$ cat config.mk
export PLATFORM = sky130hd
export DESIGN_NAME = bmx_exec
export DESIGN_NICKNAME = d
export VERILOG_FILES = /design/src/shared/bmx_pkg.sv /design/src/verilog/bmx_exec.sv
export SDC_FILE = /design/constraint.sdc
export NUM_CORES = 1
export LEC_CHECK = 0
export BUFFER_PORTS_ARGS = -buffer_cell sky130_fd_sc_hd__buf_2
export CAP_MARGIN = 20
export CORE_MARGIN = 2
export CORE_UTILIZATION = 50
export CTS_CLUSTER_DIAMETER = 120
export DETAILED_ROUTE_END_ITERATION = 8
export PLACE_DENSITY = 0.8
export SETUP_SLACK_MARGIN = 0.02
export SLEW_MARGIN = 0
export SYNTH_ARGS = -nofsm -noshare
export SYNTH_HDL_FRONTEND = slang
export SYNTH_SLANG_ARGS = --single-unit
$ cat constraint.sdc
create_clock -name clk -period 3.7 [get_ports clk]
set_input_delay 0.74 -clock clk [delete_from_list [all_inputs] [get_ports clk]]
set_output_delay 0.74 -clock clk [all_outputs]
set_load 0.05 [all_outputs]
$ cat src/shared/bmx_pkg.sv
// package: opcodes, field layouts, reset values and carrier structs for the exec subset
// What this block does
// - branch loads 11-bit immediate into counter low bits
// - counter bits 12:11 come from page latch 4:3
// - branch is unconditional, flags untouched
// - branch takes two instruction cycles
// - literal OR into accumulator, zero flag updated
// - increment file reg, destination bit selects target
// - OR accumulator with file reg, destination selected
// - move file reg to accumulator or itself
// - register move updates zero flag from value
// - accumulator to file reg, flags unchanged
`default_nettype none
package bmx_pkg;
    // 14-bit instruction word layout
    localparam int IW_W          = 14;
    localparam int PC_W          = 13;
    localparam int FA_W          = 7;
    localparam int DAT_W         = 8;
    localparam int BR_LO_W       = 11;
    localparam int PL_HI_POS     = 4;
    localparam int PL_LO_POS     = 3;
    localparam int D_POS         = 7;
    // opcode patterns
    localparam logic [2:0] OPC_BRANCH   = 3'h5;       // 101k_kkkk_kkkk_kk
    localparam logic [5:0] OPC_OR_LIT   = 6'h38;      // 11_1000_kkkk_kkkk
    localparam logic [5:0] OPC_INC      = 6'h0A;      // 00_1010_dfff_ffff
    localparam logic [5:0] OPC_OR_FILE  = 6'h04;      // 00_0100_dfff_ffff
    localparam logic [5:0] OPC_MOVE_F   = 6'h08;      // 00_1000_dfff_ffff
    localparam logic [6:0] OPC_MOVE_W   = 7'h01;      // 00_0000_1fff_ffff
    // reset values
    localparam logic [12:0] PC_RST  = 13'h0000;
    localparam logic [7:0]  ACC_RST = 8'h00;
    // branch cost in instruction cycles
    localparam int BRANCH_CYCLES = 2;

    typedef enum logic [2:0] {
        OP_NONE, OP_BRANCH, OP_OR_LIT, OP_INC, OP_OR_FILE, OP_MOVE_F, OP_MOVE_W
    } bmx_op_t;

    // instruction issue request
    typedef struct packed {
        logic            valid;
        logic [13:0]     word;
    } bmx_instr_t;

    // file register write port
    typedef struct packed {
        logic            we;
        logic [6:0]      addr;
        logic [7:0]      data;
    } bmx_fwr_t;
endpackage : bmx_pkg
`default_nettype wire

$ cat src/verilog/bmx_exec.sv
// design: executes branch, OR, increment and move instructions of an 8-bit core
`default_nettype none
module bmx_exec (
    input  wire logic                 clk,
    input  wire logic                 srst,
    input  wire bmx_pkg::bmx_instr_t  instr,       // instruction issue, valid + word
    input  wire logic [7:0]           page_latch,  // page latch register contents
    input  wire logic [7:0]           file_rdata,  // addressed file reg, combinational read
    output logic [6:0]                file_raddr,  // file read address (registered mirror)
    output bmx_pkg::bmx_fwr_t         file_wr,     // file register write
    output logic [12:0]               pc,          // program counter
    output logic [7:0]                acc,         // working accumulator
    output logic                      zero_flag,   // zero status flag
    output logic                      busy         // high in the branch's second cycle
);
    import bmx_pkg::*;

    ////////////////////////////////////////////////////////////////////////////
    // decode

    function automatic bmx_op_t decode(input logic [13:0] w);
        bmx_op_t o;
        o = OP_NONE;
        if (w[13:11] == OPC_BRANCH) begin
            o = OP_BRANCH;
        end else if (w[13:8] == OPC_OR_LIT) begin
            o = OP_OR_LIT;
        end else if (w[13:8] == OPC_INC) begin
            o = OP_INC;
        end else if (w[13:8] == OPC_OR_FILE) begin
            o = OP_OR_FILE;
        end else if (w[13:8] == OPC_MOVE_F) begin
            o = OP_MOVE_F;
        end else if (w[13:7] == OPC_MOVE_W) begin
            o = OP_MOVE_W;
        end
        return o;
    endfunction : decode

    // register-operand group whose destination bit picks accumulator or file reg
    function automatic logic dest_op(input bmx_op_t o);
        return (o == OP_INC) || (o == OP_OR_FILE) || (o == OP_MOVE_F);
    endfunction : dest_op

    // instructions that update the zero flag
    function automatic logic flag_op(input bmx_op_t o);
        return (o == OP_OR_LIT) || dest_op(o);
    endfunction : flag_op

    bmx_op_t     op;
    logic        take;
    logic        dbit;
    logic [7:0]  res;
    logic [6:0]  faddr;

    // instructions are refused while the branch occupies its second cycle
    assign take  = instr.valid && !busy;
    assign op    = take ? decode(instr.word) : OP_NONE;
    assign dbit  = instr.word[D_POS];
    assign faddr = instr.word[FA_W-1:0];

    // alu result
    always_comb begin
        res = 8'h00;
        case (op)
            OP_OR_LIT:  res = acc | instr.word[DAT_W-1:0];
            OP_INC:     res = file_rdata + 8'h01;
            OP_OR_FILE: res = acc | file_rdata;
            OP_MOVE_F:  res = file_rdata;
            OP_MOVE_W:  res = acc;
            default:    res = 8'h00;
        endcase
    end

    ////////////////////////////////////////////////////////////////////////////
    // program counter and branch stall

    // branch builds the counter; other instructions advance by one
    always_ff @(posedge clk) begin
        if (srst) begin
            pc <= PC_RST;
        end else if (op == OP_BRANCH) begin
            pc <= {page_latch[PL_HI_POS:PL_LO_POS],
                   instr.word[BR_LO_W-1:0]};
        end else if (take) begin
            pc <= pc + 13'h0001;
        end
    end

    // second instruction cycle of the branch
    always_ff @(posedge clk) begin
        if (srst) begin
            busy <= 1'b0;
        end else begin
            busy <= (op == OP_BRANCH);
        end
    end

    ////////////////////////////////////////////////////////////////////////////
    // accumulator and zero flag

    // destination bit 0 or literal OR goes to the accumulator
    always_ff @(posedge clk) begin
        if (srst) begin
            acc <= ACC_RST;
        end else if (op == OP_OR_LIT) begin
            acc <= res;
        end else if (dest_op(op) && !dbit) begin
            acc <= res;
        end
    end

    // zero flag follows the 8-bit result of the flag-affecting group
    always_ff @(posedge clk) begin
        if (srst) begin
            zero_flag <= 1'b0;
        end else if (flag_op(op)) begin
            zero_flag <= (res == 8'h00);
        end
    end

    ////////////////////////////////////////////////////////////////////////////
    // file register write port

    // write strobe, address and data, plus the read address mirror
    always_ff @(posedge clk) begin
        if (srst) begin
            file_wr    <= '0;
            file_raddr <= 7'h00;
        end else begin
            file_raddr   <= faddr;
            file_wr.addr <= faddr;
            file_wr.data <= res;
            file_wr.we   <= (op == OP_MOVE_W) || (dest_op(op) && dbit);
        end
    end

    ////////////////////////////////////////////////////////////////////////////
    // assertions

    property p_branch_pc;
        @(posedge clk) disable iff (srst)
        (op == OP_BRANCH) |=> pc == {$past(page_latch[PL_HI_POS:PL_LO_POS]),
                                     $past(instr.word[BR_LO_W-1:0])};
    endproperty
    a_branch_pc: assert property (p_branch_pc) else $error("branch target wrong");

    property p_branch_hi;
        @(posedge clk) disable iff (srst)
        (op == OP_BRANCH) |=> pc[PC_W-1:BR_LO_W] == $past(page_latch[PL_HI_POS:PL_LO_POS]);
    endproperty
    a_branch_hi: assert property (p_branch_hi) else $error("branch page bits wrong");

    property p_branch_flags;
        @(posedge clk) disable iff (srst)
        (op == OP_BRANCH) |=> $stable(zero_flag) && $stable(acc) && !file_wr.we;
    endproperty
    a_branch_flags: assert property (p_branch_flags) else $error("branch touched state");

    property p_branch_two;
        @(posedge clk) disable iff (srst)
        (op == OP_BRANCH) |=> busy ##1 !busy;
    endproperty
    a_branch_two: assert property (p_branch_two) else $error("branch not two cycles");

    property p_or_lit;
        @(posedge clk) disable iff (srst)
        (op == OP_OR_LIT) |=> acc == ($past(acc) | $past(instr.word[DAT_W-1:0]));
    endproperty
    a_or_lit: assert property (p_or_lit) else $error("literal or wrong");

    property p_inc;
        @(posedge clk) disable iff (srst)
        (op == OP_INC && dbit) |=> file_wr.we && file_wr.data == $past(file_rdata) + 8'h01;
    endproperty
    a_inc: assert property (p_inc) else $error("increment write wrong");

    property p_or_file;
        @(posedge clk) disable iff (srst)
        (op == OP_OR_FILE && !dbit) |=> acc == ($past(acc) | $past(file_rdata)) && !file_wr.we;
    endproperty
    a_or_file: assert property (p_or_file) else $error("file or wrong");

    property p_move_f;
        @(posedge clk) disable iff (srst)
        (op == OP_MOVE_F && !dbit) |=> acc == $past(file_rdata);
    endproperty
    a_move_f: assert property (p_move_f) else $error("file move wrong");

    property p_move_z;
        @(posedge clk) disable iff (srst)
        (op == OP_MOVE_F) |=> zero_flag == ($past(file_rdata) == 8'h00);
    endproperty
    a_move_z: assert property (p_move_z) else $error("move zero flag wrong");

    property p_move_w;
        @(posedge clk) disable iff (srst)
        (op == OP_MOVE_W) |=> file_wr.we && file_wr.data == $past(acc) && $stable(zero_flag);
    endproperty
    a_move_w: assert property (p_move_w) else $error("acc move wrong");

    property p_zero;
        @(posedge clk) disable iff (srst)
        flag_op(op) |=> zero_flag == ((file_wr.we ? file_wr.data : acc) == 8'h00);
    endproperty
    a_zero: assert property (p_zero) else $error("zero flag wrong");

    // destination selection, write port, zero flag, counter, reset and refusal checks
    property p_refused;
        @(posedge clk) disable iff (srst)
        (busy && instr.valid) |=> $stable(pc) && $stable(acc) && $stable(zero_flag) &&
                                  !file_wr.we;
    endproperty
    a_refused: assert property (p_refused) else $error("request taken while busy");

    property p_busy_src;
        @(posedge clk) disable iff (srst)
        busy |-> $past(op == OP_BRANCH);
    endproperty
    a_busy_src: assert property (p_busy_src) else $error("busy without branch");

    property p_pc_step;
        @(posedge clk) disable iff (srst)
        (take && op != OP_BRANCH) |=> pc == $past(pc) + 13'h0001;
    endproperty
    a_pc_step: assert property (p_pc_step) else $error("counter did not step");

    property p_inc_acc;
        @(posedge clk) disable iff (srst)
        (op == OP_INC && !dbit) |=> (acc == $past(file_rdata) + 8'h01) && !file_wr.we;
    endproperty
    a_inc_acc: assert property (p_inc_acc) else $error("increment to acc wrong");

    property p_inc_z;
        @(posedge clk) disable iff (srst)
        (op == OP_INC) |=> zero_flag == (($past(file_rdata) + 8'h01) == 8'h00);
    endproperty
    a_inc_z: assert property (p_inc_z) else $error("increment flag wrong");

    property p_dest0_nowr;
        @(posedge clk) disable iff (srst)
        (dest_op(op) && !dbit) |=> !file_wr.we;
    endproperty
    a_dest0_nowr: assert property (p_dest0_nowr) else $error("unexpected write");

    property p_or_file_wr;
        @(posedge clk) disable iff (srst)
        (op == OP_OR_FILE && dbit) |=> file_wr.we && $stable(acc) &&
                                       file_wr.data == ($past(acc) | $past(file_rdata));
    endproperty
    a_or_file_wr: assert property (p_or_file_wr) else $error("file or write wrong");

    property p_or_file_z;
        @(posedge clk) disable iff (srst)
        (op == OP_OR_FILE) |=> zero_flag == (($past(acc) | $past(file_rdata)) == 8'h00);
    endproperty
    a_or_file_z: assert property (p_or_file_z) else $error("file or flag wrong");

    property p_or_lit_z;
        @(posedge clk) disable iff (srst)
        (op == OP_OR_LIT) |=> zero_flag == (acc == 8'h00) && !file_wr.we;
    endproperty
    a_or_lit_z: assert property (p_or_lit_z) else $error("literal or flag wrong");

    property p_move_f_wr;
        @(posedge clk) disable iff (srst)
        (op == OP_MOVE_F && dbit) |=> file_wr.we && $stable(acc) &&
                                      file_wr.data == $past(file_rdata);
    endproperty
    a_move_f_wr: assert property (p_move_f_wr) else $error("file move write wrong");

    property p_move_w_keep;
        @(posedge clk) disable iff (srst)
        (op == OP_MOVE_W) |=> $stable(acc) && file_wr.addr == $past(faddr);
    endproperty
    a_move_w_keep: assert property (p_move_w_keep) else $error("acc move addr wrong");

    property p_write_src;
        @(posedge clk) disable iff (srst)
        file_wr.we |-> $past(op == OP_MOVE_W || (dest_op(op) && dbit));
    endproperty
    a_write_src: assert property (p_write_src) else $error("spurious file write");

    property p_raddr;
        @(posedge clk) disable iff (srst)
        instr.valid |=> file_raddr == $past(faddr);
    endproperty
    a_raddr: assert property (p_raddr) else $error("read address mirror wrong");

    property p_zero_hold;
        @(posedge clk) disable iff (srst)
        ($changed(zero_flag) && !$past(srst)) |-> $past(flag_op(op));
    endproperty
    a_zero_hold: assert property (p_zero_hold) else $error("zero flag moved alone");

    property p_reset_state;
        @(posedge clk)
        srst |=> pc == PC_RST && acc == ACC_RST && !zero_flag && !busy && !file_wr.we;
    endproperty
    a_reset_state: assert property (p_reset_state) else $error("reset state wrong");


    // cover points for the main scenarios
    c_branch: cover property (@(posedge clk) disable iff (srst) op == OP_BRANCH ##1 busy);
    c_inc_wrap: cover property (@(posedge clk) disable iff (srst)
        op == OP_INC && file_rdata == 8'hFF);
    c_move_test: cover property (@(posedge clk) disable iff (srst) op == OP_MOVE_F && dbit);
    c_refused: cover property (@(posedge clk) disable iff (srst) busy && instr.valid);
    c_move_w: cover property (@(posedge clk) disable iff (srst)
        op == OP_MOVE_W ##1 file_wr.we);
endmodule : bmx_exec
`default_nettype wire
==> flow_metrics.tcl <==
set metrics [dict create \
    worstPathArrival_ns 3.26 \
    endpoint_kind "flip-flop" \
    core_area_um2 4410 \
    outcome "completed" \
    hp-start "pc[5]$_SDFFE_PP0P_" \
    regArea_um2 781 \
    switching_share 0.312 \
    portBuffers 72 \
    timing_hold_violations_final 0 \
    ys_ff_latch 39 \
    finalMaxSlewViolations 0 \
    cts_resized 0 \
    path_max_fanout 9 \
    cts_root_buf "clkbuf_8" \
    antenna_found_initial 0 \
    synth_area_leaders "dfxtp_1, nand2_1, nor2_1" \
    cts.clk_slew.worst_paths_ns 0.09 \
    drt_iter0_markers 192 \
    synth_area_leader_cell "dfxtp_1" \
    tritoncts "yes" \
    grt_pass1_wl_um 9880 \
    fin_cells 403 \
    cts_max_path_buffers 2 \
    fp.dieArea_um2 5190 \
    vdd_drop_max_uv 211 \
    clk_latency_ns 0.30 \
    switching_power_w 0.000313 \
    die_y_um 72.1 \
    fin_skew_ns 0.00794 \
    pwr-share-seq 0.441 \
    first_pass_iters 6 \
    num-fill-cells 406 \
    wire_per_inst_um 15.7 \
    rsz0062_at_grt "no" \
    period_share 0.821 \
    max_stage_delay_ns 0.63 \
    synth.net_count 321 \
    die_w_um 72.1 \
    multiInputGateArea_um2 1410 \
    power.share.clock 0.361 \
    synthArstFlopShare 0 \
    clock.fmax_ghz 0.329 \
    synth_top_area_share 0.337 \
    drive_above_1_share 0.296 \
    leakagePower_nw 1.17 \
    postCtsSetupBuffers 0 \
    ys_seq_area_frac 0.337 \
    syn_avg_cell_area_um2 8.10 \
    n_antenna_cell 0 \
    synth_edf_count 0 \
    internal_power_w 0.000691 \
    cts_buffers 5 \
    vias 2411 \
    cp.required_ns 3.92 \
    setup_tns_ns 0 \
    start_kind "input port" \
    grt_use_total 0.241 \
    cpMaxStageDelayCell "a221oi_1" \
    worst_pin_slew_ns 0.733 \
    cts.htree.levels 2 \
    core.rowCount 24 \
    max-cap-violations 0 \
    cts.sinks 39 \
    rr_startpoint "busy$_SDFF_PP0_" \
    hp-class "reg -> reg" \
    powerDensity_nw_per_um2 361 \
    path_cells "buf_2 > or3b_1 > a211o_4 > a21oi_4 > o22ai_1 > a221oi_1 > nand4b_1 > o31ai_1" \
    syn_area_um2 2320 \
    min_period_ns 3.04 \
    syn_to_final_growth_pct 20.0 \
    critPathBufInv 1 \
    grt_max_degree 41 \
    dpl.cell_count 395 \
    grt_overflow 0 \
    hpwlAfterDp_um 4540 \
    slew_headroom 0.511 \
    r2r_slack_ns 1.03 \
    setup_violations 0 \
    io_pins 79 \
    synthCells 286 \
    drc_errors 0 \
    p_comb_frac 0.199 \
    yosysWarnings 0 \
    cp_top_family "compound AO/OA/AOI/OAI gates" \
    totalWireLength_um 6340 \
    start_util 0.525 \
    final_nets 385 \
    ys_types 61 \
    ctsHoldBuffers 0 \
    worstSetupStartpoint "instr[7]" \
    synth-main-ff-cell "dfxtp_1" \
    grt_pass1_vias 2082 \
    gp_congestion 0.876 \
    worstSetupPathType "in -> reg" \
    ant_nets 0 \
    avgViaCountPerCell 5.98 \
]
[final timing paths]
| kind | end | cells after the start |
|---|---|---|
| setup / recovery | zero_flag$_SDFFE_PP0P_ | 8 |
| hold / removal | pc[5]$_SDFFE_PP0P_ | 2 |
| setup reg to reg | zero_flag$_SDFFE_PP0P_ | 7 |
| hold reg to reg | pc[5]$_SDFFE_PP0P_ | 2 |
[metrics by stage]
stage	power, W	hold WS, ns	utilization	cell area [um^2]	worst slack (ns)
2_1_floorplan	0.000594	0.691	-	2320	0.732
3_3_place_gp	0.000646	0.481	0.605	2670	0.432
3_5_place_dp	0.000649	0.489	0.605	2670	0.427
4_1_cts	0.00100	0.503	0.630	2780	0.731
5_1_grt	0.00103	0.533	0.630	2780	0.521
6_report	0.00100	0.504	0.630	2780	0.661
[layer usage]
metal	track usage	share of wire	up-vias
li1	-	-	1178
met1	0.334	0.45	1118
met2	0.380	0.46	104
met3	0.0361	0.064	11
met4	0.0901	0.022	0
met5	0	0	-
[flip-flops by register name (all words and copies together) (netlist names)]
signal	cells
busy	1
acc	8
file_wr	16
pc	13
zero_flag	1
[worst reg2reg max path: stages (launching register included)]
cell and delay [ns]:
dfxtp_1 0.34, nor4bb_1 0.53, nand2_1 0.27, nand2_1 0.23, a21oi_1 0.15, a221oi_1 0.69, nand4b_1 0.16, o31ai_1 0.24
[area by class of cell]
type | instances | area share
clock buffer | 5 | 0.0247
clock inverter | 3 | 0.0157
inverter | 1 | 0.00135
multi-input combinational | 225 | 0.508
sequential | 39 | 0.281
tap | 52 | 0.0234
timing repair buffer | 78 | 0.146
[synth_stat cells (4+ instances only)]
cell,number
clkbuf_1,10
buf_4,8
and2_1,4
dfxtp_1,39
a211oi_1,11
nand2_1,30
nor2_1,30
a21oi_1,20
nand3_1,9
o21ai_0,14
a21o_1,8
a31oi_1,4
nor2b_1,11
and3_1,6
nand3b_1,5
nor3_1,11
[power groups by stage]
stage / registers [W] / clock network (W) / logic [W]
after detailed placement: 0.000452 / 0 / 0.000197
after global routing: 0.000444 / 0.000374 / 0.000213
after CTS: 0.000442 / 0.000363 / 0.000198
after floorplan: 0.000499 / 0 / 0.0000958
after global placement: 0.000452 / 0 / 0.000194
final: 0.000442 / 0.000362 / 0.000199
[cells by family after synthesis]
| family | Yosys count | synth area share |
|---|---|---|
| compound gates | 89 | 0.281 |
| xor+xnor | 3 | 0.0146 |
| fa+ha+maj | 2 | 0.0108 |
| buf+inv | 22 | 0.0529 |
| flops | 39 | 0.337 |
| mux | 5 | 0.0232 |
| simple gates | 126 | 0.281 |
[layout by cell type (no fill, tap or decap), types with 2 or more instances in the layout]
cell,netlist,routed
a211oi_1,11,11
a211oi_2,3,3
a21o_1,8,8
a21oi_1,20,20
a221oi_2,2,2
a22oi_1,2,2
a31o_2,2,2
a31oi_1,4,4
and2_1,4,4
and3_1,6,6
buf_2,2,72
buf_4,8,6
clkbuf_8,0,5
dfxtp_1,39,39
ha_1,2,2
mux2_2,3,3
mux2i_1,2,2
nand2_1,30,30
nand2b_1,2,2
nand3_1,9,9
nand3b_1,5,5
nand4_1,3,3
nand4b_1,2,2
nor2_1,30,30
nor2b_1,11,11
nor3_1,11,11
nor4_1,2,2
o21ai_0,14,14
o21ai_1,3,3
o21bai_1,2,2
o22ai_1,2,2
or3_1,2,2
xor2_1,2,2
(Power assumes the default switching activity.)
